## src/rtl/hmp_map.svh

```systemverilog
/*
 holds the timing and layout constants of the host microcontroller port.
 assumes inclusion by the port's package and modules only.
*/
`ifndef HMP_MAP_SVH
`define HMP_MAP_SVH
`define HMP_CORE_CLK_HZ 50000000
`define HMP_ADDR_W 8
`define HMP_DATA_W 8
`define HMP_REGS 256
`define HMP_SER_CMD_BITS 8
`define HMP_SER_RD_BIT 0
`define HMP_ACK_HOLD_CYC 2
`define HMP_RDY_BUSY_CYC 2
`endif

```

## src/rtl/hmp_pkg.sv

```systemverilog
/*
 holds the types of the host microcontroller port.
 assumes hmp_map.svh is on the include path.
*/
`include "hmp_map.svh"
package hmp_pkg;
	typedef enum logic [1:0] {
		HMP_MODE_SERIAL,
		HMP_MODE_INTEL,
		HMP_MODE_MOTO
	} hmp_mode_e;
	typedef enum logic [1:0] {
		HMP_SER_CMD,
		HMP_SER_ADDR,
		HMP_SER_DATA
	} hmp_ser_e;
	typedef logic [`HMP_DATA_W-1:0] hmp_byte_t;
endpackage

```

## src/rtl/hmp_regmem.sv

```systemverilog
/*
 holds a small register memory, one write port and a registered read port.
 assumes a single core clock; contents are not reset.
*/
`timescale 1ns/1ps
module hmp_regmem #(
	parameter int DEPTH = 256,
	parameter int AW = 8,
	parameter int DW = 8
) (
	input wire logic i_core_clk, // core clock
	input wire logic i_we, // write enable
	input wire logic [AW-1:0] i_waddr, // write address
	input wire logic [DW-1:0] i_wdata, // write data
	input wire logic [AW-1:0] i_raddr, // read address
	output logic [DW-1:0] o_rdata // registered read data
);
	logic [DW-1:0] mem [DEPTH];
	always_ff @(posedge i_core_clk) begin
		if (i_we) begin
			mem[i_waddr] <= i_wdata;
		end
		o_rdata <= mem[i_raddr];
	end
endmodule // hmp_regmem

```

## src/rtl/hmp_port.sv

```systemverilog
/*
 holds the host port: serial shift interface and multiplexed intel or motorola
 parallel bus, all sampled by the core clock, backed by a register memory.
 assumes every host pin is asynchronous to i_core_clk and that the shift clock
 and strobes are far slower than the core clock.
*/
// Contract
// - serial_out shifts on edge chosen by out_edge_select
// - motorola read: ack low means data valid
// - motorola write: ack low means data accepted
// - intel: ready low while busy, high done
// - intel: drive data while read strobe low
// - motorola rw low: capture write on strobe
// - motorola rw high: drive read under strobe
// - eight lines carry address and data
// - serial_in sampled on shift_clock rising edge
// - intel address latched on latch strobe fall
// - motorola address latched on addr_strobe fall
`timescale 1ns/1ps
`include "hmp_map.svh"
module hmp_port #(
	parameter int ACK_HOLD = `HMP_ACK_HOLD_CYC,
	parameter int RDY_BUSY = `HMP_RDY_BUSY_CYC
) (
	input wire logic i_core_clk, // core clock
	input wire logic i_rst_n, // sync reset, active low
	input wire logic [1:0] i_mode, // hmp_mode_e interface select strap
	input wire logic i_chip_select_n, // interface enable, active low
	input wire logic i_shift_clock, // serial shift clock
	input wire logic i_serial_in, // serial data in
	input wire logic i_out_edge_select, // high: shift out on falling edge
	output logic o_serial_out, // serial data out
	input wire logic i_addr_latch_strobe, // intel address latch
	input wire logic i_addr_strobe, // motorola address strobe
	input wire logic i_read_strobe_n, // intel read strobe
	input wire logic i_write_strobe_n, // intel write strobe
	input wire logic i_data_strobe_n, // motorola data strobe
	input wire logic i_read_write_select, // motorola: high read, low write
	input wire logic [7:0] i_ad, // multiplexed bus in
	output logic [7:0] o_ad, // multiplexed bus out
	output logic o_ad_oe_n, // bus drive enable, low drives
	output logic o_bus_acknowledge_n, // motorola acknowledge
	output logic o_cycle_ready // intel ready
);
	//----------------------------------------
	// pin synchronisers
	//----------------------------------------
	localparam int NS = 18;
	logic [NS-1:0] s1_reg, s2_reg, s3_reg;
	wire [NS-1:0] pins = {i_chip_select_n, i_shift_clock, i_serial_in, i_out_edge_select,
		i_addr_latch_strobe, i_addr_strobe, i_read_strobe_n, i_write_strobe_n,
		i_data_strobe_n, i_read_write_select, i_ad};
	always_ff @(posedge i_core_clk) begin
		s1_reg <= pins;
		s2_reg <= s1_reg;
		s3_reg <= s2_reg;
	end
	wire cs_act = ~s2_reg[17];
	wire sck = s2_reg[16];
	wire sck_rise = sck & ~s3_reg[16];
	wire sck_fall = ~sck & s3_reg[16];
	wire serial_in = s2_reg[15];
	wire oes = s2_reg[14];
	wire ale_fall = ~s2_reg[13] & s3_reg[13];
	wire as_fall = ~s2_reg[12] & s3_reg[12];
	wire rd_low = ~s2_reg[11];
	wire wr_low = ~s2_reg[10];
	wire wr_rise = s2_reg[10] & ~s3_reg[10];
	wire ds_low = ~s2_reg[9];
	wire ds_rise = s2_reg[9] & ~s3_reg[9];
	wire rnw = s2_reg[8];
	wire [7:0] ad_s = s2_reg[7:0];
	wire is_ser = i_mode == hmp_pkg::HMP_MODE_SERIAL;
	wire is_intel = i_mode == hmp_pkg::HMP_MODE_INTEL;
	wire is_moto = i_mode == hmp_pkg::HMP_MODE_MOTO;
	//----------------------------------------
	// serial engine
	//----------------------------------------
	// frame: 8-bit command (bit0 set = read), 8-bit address, 8 data bits, lsb first
	hmp_pkg::hmp_ser_e ser_reg, ser_next;
	logic [7:0] sh_reg;
	logic [2:0] cnt_reg;
	logic ser_rd_reg;
	logic [7:0] ser_addr_reg;
	logic [7:0] sout_reg;
	logic sdo_reg;
	logic [7:0] rdata;
	wire ser_go = is_ser & cs_act;
	wire [7:0] sh_in = {serial_in, sh_reg[7:1]};
	wire bit_last = cnt_reg == 3'h7;
	wire out_edge = oes ? sck_fall : sck_rise;
	always_comb begin
		ser_next = ser_reg;
		if (sck_rise && bit_last) begin
			case (ser_reg)
				hmp_pkg::HMP_SER_CMD: ser_next = hmp_pkg::HMP_SER_ADDR;
				hmp_pkg::HMP_SER_ADDR: ser_next = hmp_pkg::HMP_SER_DATA;
				hmp_pkg::HMP_SER_DATA: ser_next = hmp_pkg::HMP_SER_CMD;
				default: ser_next = hmp_pkg::HMP_SER_CMD;
			endcase
		end
	end
	wire ser_wr = ser_go & sck_rise & bit_last & ~ser_rd_reg & ser_reg == hmp_pkg::HMP_SER_DATA;
	always_ff @(posedge i_core_clk) begin
		if (!i_rst_n || !ser_go) begin
			ser_reg <= hmp_pkg::HMP_SER_CMD;
			cnt_reg <= 3'h0;
			sh_reg <= 8'h00;
			ser_rd_reg <= 1'b0;
			ser_addr_reg <= 8'h00;
		end else if (sck_rise) begin
			sh_reg <= sh_in;
			cnt_reg <= cnt_reg + 3'h1;
			ser_reg <= ser_next;
			if (bit_last && ser_reg == hmp_pkg::HMP_SER_CMD) begin
				ser_rd_reg <= sh_in[`HMP_SER_RD_BIT];
			end
			if (bit_last && ser_reg == hmp_pkg::HMP_SER_ADDR) begin
				ser_addr_reg <= sh_in;
			end
		end
	end
	// read data loaded once the address is in; shifted out on the chosen edge
	// two stages: address register first, then the registered memory read
	logic [1:0] load_pend_reg;
	always_ff @(posedge i_core_clk) begin
		if (!i_rst_n || !ser_go) begin
			load_pend_reg <= 2'h0;
			sout_reg <= 8'h00;
			sdo_reg <= 1'b0;
		end else begin
			load_pend_reg <= {load_pend_reg[0],
				sck_rise & bit_last & ser_reg == hmp_pkg::HMP_SER_ADDR};
			if (load_pend_reg[1]) begin
				sout_reg <= rdata;
			end else if (out_edge && ser_reg == hmp_pkg::HMP_SER_DATA && ser_rd_reg) begin
				sdo_reg <= sout_reg[0];
				sout_reg <= {1'b0, sout_reg[7:1]};
			end
		end
	end
	//----------------------------------------
	// parallel engine
	//----------------------------------------
	logic [7:0] par_addr_reg;
	logic [7:0] ad_out_reg;
	logic oe_n_reg;
	logic ack_n_reg;
	logic rdy_reg;
	logic [3:0] hold_reg;
	logic rdy_seen_reg;
	logic [3:0] rdy_cnt_reg;
	// intel write completes on write strobe release, motorola on data strobe release
	wire intel_wr = is_intel & cs_act & wr_rise;
	wire moto_wr = is_moto & cs_act & ds_rise & ~rnw;
	wire intel_rd = is_intel & cs_act & rd_low;
	wire moto_rd = is_moto & cs_act & ds_low & rnw;
	wire drive = intel_rd | moto_rd;
	wire par_busy = is_intel & cs_act & (rd_low | wr_low);
	always_ff @(posedge i_core_clk) begin
		if (!i_rst_n) begin
			par_addr_reg <= 8'h00;
		end else if (cs_act && ((is_intel && ale_fall) || (is_moto && as_fall))) begin
			par_addr_reg <= ad_s;
		end
	end
	always_ff @(posedge i_core_clk) begin
		if (!i_rst_n) begin
			ad_out_reg <= 8'h00;
			oe_n_reg <= 1'b1;
			ack_n_reg <= 1'b1;
			rdy_reg <= 1'b1;
			hold_reg <= 4'h0;
		end else begin
			oe_n_reg <= ~drive;
			ad_out_reg <= rdata;
			// ack drops one cycle after bus is driven, so data is settled
			if (moto_rd && !oe_n_reg) begin
				ack_n_reg <= 1'b0;
			end else if (moto_wr) begin
				ack_n_reg <= 1'b0;
				hold_reg <= 4'(ACK_HOLD);
			end else if (hold_reg != 4'h0) begin
				hold_reg <= hold_reg - 4'h1;
			end else begin
				ack_n_reg <= 1'b1;
			end
			// ready low for a fixed access time after a strobe goes low
			if (!par_busy) begin
				rdy_reg <= 1'b1;
			end else if (rdy_reg && !rdy_seen_reg) begin
				rdy_reg <= 1'b0;
			end else if (!rdy_reg && rdy_cnt_reg == 4'(RDY_BUSY)) begin
				rdy_reg <= 1'b1;
			end
		end
	end
	always_ff @(posedge i_core_clk) begin
		if (!i_rst_n || !par_busy) begin
			rdy_seen_reg <= 1'b0;
			rdy_cnt_reg <= 4'h0;
		end else begin
			rdy_seen_reg <= 1'b1;
			if (!rdy_reg && rdy_cnt_reg != 4'(RDY_BUSY)) begin
				rdy_cnt_reg <= rdy_cnt_reg + 4'h1;
			end
		end
	end
	//----------------------------------------
	// register memory
	//----------------------------------------
	wire mem_we = ser_wr | intel_wr | moto_wr;
	wire [7:0] mem_wdata = ser_wr ? sh_in : ad_s;
	wire [7:0] mem_addr = is_ser ? ser_addr_reg : par_addr_reg;
	hmp_regmem #(
		.DEPTH(`HMP_REGS),
		.AW(`HMP_ADDR_W),
		.DW(`HMP_DATA_W)
	) u_mem (
		.i_core_clk(i_core_clk),
		.i_we(mem_we),
		.i_waddr(mem_addr),
		.i_wdata(mem_wdata),
		.i_raddr(mem_addr),
		.o_rdata(rdata)
	);
	assign o_serial_out = sdo_reg;
	assign o_ad = ad_out_reg;
	assign o_ad_oe_n = oe_n_reg;
	assign o_bus_acknowledge_n = ack_n_reg;
	assign o_cycle_ready = rdy_reg;
endmodule // hmp_port

```

## config.mk

```make
export PLATFORM = sky130hd
export DESIGN_NAME = hmp_port
export DESIGN_NICKNAME = d
export VERILOG_FILES = /design/src/rtl/hmp_pkg.sv /design/src/rtl/hmp_regmem.sv /design/src/rtl/hmp_port.sv
export VERILOG_INCLUDE_DIRS = /design/src /design/src/rtl
export SDC_FILE = /design/constraint.sdc
export NUM_CORES = 2
export LEC_CHECK = 0
export BUFFER_PORTS_ARGS = -buffer_cell sky130_fd_sc_hd__buf_2
export CORE_ASPECT_RATIO = 0.5
export CORE_MARGIN = 2
export CORE_UTILIZATION = 45
export CTS_BUF_LIST = sky130_fd_sc_hd__clkbuf_16
export CTS_CLUSTER_DIAMETER = 80
export CTS_CLUSTER_SIZE = 14
export DETAILED_ROUTE_END_ITERATION = 8
export PLACE_DENSITY = 0.6
export SLEW_MARGIN = 40
export SYNTH_ARGS = -nofsm -noshare
export SYNTH_HDL_FRONTEND = slang
export SYNTH_SLANG_ARGS = --single-unit
export TNS_END_PERCENT = 50
```

## constraint.sdc

```tcl
create_clock -name i_core_clk -period 14.05 [get_ports i_core_clk]
set_input_delay 1.405 -clock i_core_clk [delete_from_list [all_inputs] [get_ports i_core_clk]]
set_output_delay 1.405 -clock i_core_clk [all_outputs]
set_load 0.01 [all_outputs]
```

# Yosys cells after proc, flatten, opt, wreduce, memory -nomap -nowiden
# Memory sizes are Yosys's and may differ from the RTL's. A register that Yosys moved wholly into a read port is not among the register bits.
# Index checks and enable logic that the tools add are counted.
# word_totals
out_inout_bits,12
n_memories,1
inputBits,22
mem_bits_rw,2048
latchBits,0
ff_bits,114
romBits,0
wordCells,121
# classes
mul,0
n_eq_ne,8
bitwise_logic,41
mux,16
n_reduce_logical,33
n_lt_le_gt_ge,0
n_shift,0
div,0
addsub,3
# memory_table
memory,words,width,read_ports,rd_clocked_by_memory_dff,wr,line,rtl
u_mem.mem,256,8,1,1,1,hmp_regmem.sv:18,logic [DW-1:0] mem [DEPTH];
# op_table
cell,n
$mux 8,4
$and 1x1->1,22
$not 1->1,15
$logic_and 1x1->1,12
$reduce_and 2->1,6
$mux 1,9
$mux 4,2
$logic_not 1->1,6
$reduce_bool 2->1,3
$add 4x1->4 const B,1
$eq 2x1->1 const B,2
$eq 2x2->1 const B,2
$eq 4x2->1 const B,1
$logic_not 2->1,2
$ne 4x2->1 const B,1
$or 1x1->1,4
$pmux 2 s2,1
$reduce_bool 4->1,1
$sub 4x1->4 const B,1
$add 3x1->3 const B,1
$eq 3x3->1 const B,1
$logic_or 1x1->1,3
$ne 3x3->1 const B,1

# Longest topological paths before layout
# depth
ltp_word,10
mapped_depth,12
ltp_nobuf,8

# Modules after synthesis
# From an unflattened synthesis, not the netlist that was laid out.
# hier_totals
hier_cells,4046
hier_area_um2,82993.3
# by_module_without_submodules
module,seq_area_each_um2,area_each_um2,cells_per_inst,n_inst
hmp_regmem,61659.1,79556.3,3733,1
hmp_port,2021.9,3437.0,313,1

# Worst setup path before layout
# OpenSTA, ideal clock, no wires.
# synth_path
path_kind,input to register
startpoint,in i_mode[0]
endpoint,mem u_mem.mem[0][0] (data pin)
n_path_buf,1
setup_slack_ns,7.740
setup_time_ns,0.824
required_time_ns,13.226
t_arrival_ns,5.486
cell_stages,7
cell_sequence,or2_1 -> buf_2 -> nor2_1 -> nand4_1 -> clkinv_1 -> nand2_1 -> nand2_1
# synth_via
elab_chain_len,7
# synth_lines
item,line,rtl
start: declaration,hmp_port.sv:27,"input wire logic [1:0] i_mode,"
$logic_not 2->1,hmp_port.sv:73,wire is_ser = i_mode == hmp_pkg::HMP_MODE_SERIAL;
$and 1x1->1,hmp_port.sv:88,wire ser_go = is_ser & cs_act;
$and 1x1->1 (4 in series),hmp_port.sv:103,wire ser_wr = ser_go & sck_rise & bit_last & ~ser_rd_reg & ser_reg == hmp_pkg::HMP_SER_DATA;
$mux 8,hmp_port.sv:213,wire [7:0] mem_wdata = ser_wr ? sh_in : ad_s;
net mem_wdata[0],hmp_port.sv:213,
end: declaration,hmp_regmem.sv:18,
# The timed path passes the listed nets, and every way through them passes these cells.

# Worst setup path after layout
# layout_path
startpoint,in i_mode[0]
endpoint,reg u_mem.o_rdata[4] (read register of u_mem.mem)
# layout_via
elab_chain_len,2
# layout_lines
item,line,rtl
$logic_not 2->1,hmp_port.sv:73,
$mux 8,hmp_port.sv:214,wire [7:0] mem_addr = is_ser ? ser_addr_reg : par_addr_reg;
end: declaration,hmp_regmem.sv:16,output logic [DW-1:0] o_rdata
# Every way passes these cells.
# A chain may end at the register's enable or synchronous reset.

==> summary.txt <==
Global route
  • Total gr overflow: 0
  • First-pass GRT wire length: 300000 um
  • Largest net degree at the start of global routing: 143
  • All-layer global routing usage: 22.8%
  • Vias in the first global route: 42491
  • Initial antenna violation count: 5

Worst setup path
  • R2R cell count: 10
  • Reg-to-reg setup timing slack: 8.94 ns
  • Crit path max fanout: between 100 and 150
  • Worst Path Buf+Inv: 4
  • FF-to-FF End: u_mem.o_rdata[4]
  • Critical Path Sink Type: flip-flop
  • FF-to-FF Start: par_addr_reg[0]
  • Crit-path max cell delay: 0.77 ns
  • WP data required: 14.75 ns
  • CP Cell Sequence: buf_2 > o211ai_1 > nand2_4 > buf_4 > buf_12 > buf_4 > a221oi_1 > o22ai_1 > nor4_2 > a21oi_1 > a2111o_1
  • Critical Path End: u_mem.o_rdata[4]
  • Startpoint types: input pin
  • Setup CP Type: input pin to flip-flop
  • Critical Path Source: i_mode[0]
  • Critical Path Slowest Stage Cell: nor4_2
  • Stages on worst setup path: 11
  • Most used cell, CP: buf_4
  • Critical path arrival: between 6 and 7 ns
  • Crit path max-delay family: compound AO/OA/AOI/OAI gates

Die
  • Die height: 300 um
  • Die width: 596 um
  • Core area: ~170000 um^2
  • Die area: 179000 um^2
  • Row count: 108
  • Initial core utilization: 45.4%
  • Io pins: 34

CTS
  • Inserted Clock Buffers: 172
  • Post-CTS setup buffer count: 0
  • CTS clock-pin slew for the worst setup and hold paths: 0.07 ns
  • Clock Path Buffers: 3
  • CTS tree: done
  • Htree depth: 4
  • CTS Sinks: 2157
  • Clock root buffer: clkbuf_16
  • Clock Latency Late Sink: 0.82 ns
  • Post-CTS Hold Fix Bufs: 0
  • Resized Gates After CTS: 0

Yosys
  • EDFF count, synth: 2048
  • Top cell type's share of synthesized area: 77.9%
  • Main synth FF type: edfxtp_1
  • FF+latch count, synth: 2157
  • Distinct cells, synth: 51
  • Post-synth top area cell: edfxtp_1
  • Synthesized netlist cell count: 4443
  • Commonest cells post-synth: edfxtp_1 (2048), a22o_1 (512), a221oi_1 (509)
  • Post-synthesis sequential area ratio: 80.6%
  • Most frequent cell after synthesis: edfxtp_1
  • Mapped cell area: slightly below 80000 um^2
  • Syn Nets: 4470
  • Synth top area cells: edfxtp_1 (78%), a22o_1 (5.7%), a221oi_1 (5.6%)
  • FFs w/ async S/R, synth: 0%
  • Yosys warnings: 0
  • Avg Cell Area, Syn: approximately 18 um^2

Route
  • Number of DRC markers in iteration 0: 5766
  • Post-DRT Antenna Nets: 0
  • WL/cell: 30.5 um
  • DR DRC count: 0
  • Vias per std cell: 6.46
  • Vias: 43771
  • Routed WL: 207000 um
  • DR pass1 iterations: 6

Final layout
  • Nets@finish: 4440
  • Layout fillers: about 14000
  • Largest register FFs: 2048
  • Layout cells sized above 1: 9.09%
  • Synth-to-Final Area Change: 9.75%

Power and ir drop
  • Static Leak: 0.0263 uW
  • Switching Share: 20.5%
  • Total power: ~12000 uW
  • Max VDD drop: 94.8 uV
  • Net Sw Power: 2440 uW
  • Pint: 9440 uW
  • Comb pwr share: under 10%
  • Power Dens Cells: 137 nW/um^2
  • Clock power frac: 37.2%
  • Reg power frac: roughly three fifths

Timing
  • Unrepaired setup endpoints after global routing: false
  • Final min period: 5.62 ns
  • Endpoints failing hold: 0
  • # setup viols final: 0
  • Slew headroom: between 30% and 40%
  • Setup total negative slack: 0 ns
  • Worst Tran Pin Value: about 0.95 ns
  • Fmax: roughly 180 MHz
  • Tcrit/Tclk final: 40.0%
  • Slew Limit Fails: 0
  • Layout Skew: roughly 0.026 ns
  • PnR worst setup slack: ~8.4 ns

Outcome
  • Status: complete, no violations

Min path
  • Min-delay worst type: flip-flop to flip-flop

Place
  • Gpl congestion: 0.862
  • Buffers on Ports: 33
  • Pre-CTS setup slack: 7.86 ns
  • Post-DP HPWL: 120000 um

Job
  • Maxcap violations: 0
[layout by cell type, fill, tap and decap left out, types with 5 or more instances in the layout]
master / Yosys / routed
nand2_2: 0 / 19
nor2_1: 289 / 246
a2111o_1: 8 / 8
and2_1: 10 / 10
a21oi_1: 49 / 49
buf_12: 0 / 8
nor2_2: 0 / 43
buf_4: 2 / 63
dfxtp_1: 109 / 109
a21boi_1: 8 / 8
nor2b_1: 14 / 13
o21ai_0: 9 / 9
ha_1: 5 / 5
nand2_4: 0 / 7
nand3b_1: 12 / 12
nor4_1: 64 / 46
mux2i_1: 17 / 17
buf_2: 63 / 33
nand2_1: 128 / 98
a22o_1: 512 / 512
inv_1: 8 / 49
nand3_1: 15 / 15
edfxtp_1: 2048 / 2048
a221oi_1: 509 / 509
nor4_2: 0 / 18
buf_6: 10 / 12
clkbuf_16: 0 / 182
o22ai_1: 257 / 257
[power by group through the flow]
| stage | combinational (uW) | sequential [uW] | clock [uW] |
|---|---|---|---|
| after global routing | 431 | 7050 | 4700 |
| final | 403 | 7060 | 4420 |
| after CTS | 402 | 7060 | 4470 |
| after floorplan | 232 | 7220 | 0 |
| after global placement | 386 | 7200 | 0 |
| after detailed placement | 401 | 7200 | 0 |
[worst min path at each step]
| stage | to | cells after the start | startpoint | slack [ns] |
|---|---|---|---|---|
| finish | s2_reg[10] | 0 | s1_reg[10] | 0.32 |
| global placement | s2_reg[9] | 0 | s1_reg[9] | 0.31 |
| floorplan | s2_reg[0] | 0 | s1_reg[0] | 0.31 |
| detailed placement | s2_reg[2] | 0 | s1_reg[2] | 0.31 |
| CTS | s2_reg[10] | 0 | s1_reg[10] | 0.32 |
| global route | s2_reg[13] | 0 | s1_reg[13] | 0.33 |
[routing by layer]
metal	track usage, %	wire length, um	vias to the layer above
met5	0	23	-
met4	7.77	5910	4
met3	4.61	18600	301
met2	35.4	95700	2161
met1	32.4	86600	22719
li1	-	-	18586
[worst register-to-register path, cell delays in order (launching register included)]
cell,delay (ns)
dfxtp_1,0.38
o211ai_1,0.21
nand2_4,0.40
buf_4,0.51
buf_12,0.30
buf_4,0.84
a221oi_1,0.52
o22ai_1,0.27
nor4_2,0.77
a21oi_1,0.42
a2111o_1,0.39
[metrics by stage]
step           utilization [%]  hold WS [ns]  cells  instance area (um^2)
2_1_floorplan                -         0.310   4443                 79000
3_3_place_gp              46.9         0.311   6548                 81500
3_5_place_dp              47.0         0.314   6549                 81800
4_1_cts                   49.8         0.324   6777                 86500
5_1_grt                   49.8         0.334   6777                 86700
6_report                  49.8         0.323   6780                 86700
[logic make-up (layout without fill, tap and decap cells)]
group | Yosys count | after routing | synth area share, %
other | 0 | 3 | 0
AO/OA/AOI/OAI | 1371 | 1371 | 14.1
XOR/XNOR | 3 | 3 | 0.0333
multiplexers | 17 | 17 | 0.215
AND/OR/NAND/NOR | 559 | 559 | 3.14
flip-flops | 2157 | 2157 | 80.6
adder cells (fa/ha/maj) | 5 | 5 | 0.0792
buffers and inverters | 331 | 355 | 1.78
[area by class of cell]
| cell class | count | area [um^2] | area share (%) |
|---|---|---|---|
| clock inverters | 46 | 228 | 0.263 |
| well taps | 2310 | 2890 | 3.33 |
| diodes | 3 | 7.51 | 0.00866 |
| clock buffers | 182 | 4550 | 5.25 |
| repair buffers | 118 | 975 | 1.12 |
| flip-flops and latches | 2157 | 63700 | 73.5 |
| inverters | 9 | 33.8 | 0.0390 |
| multi-input cells | 1955 | 14300 | 16.5 |
Note: power is estimated with default switching activity, not from simulation.
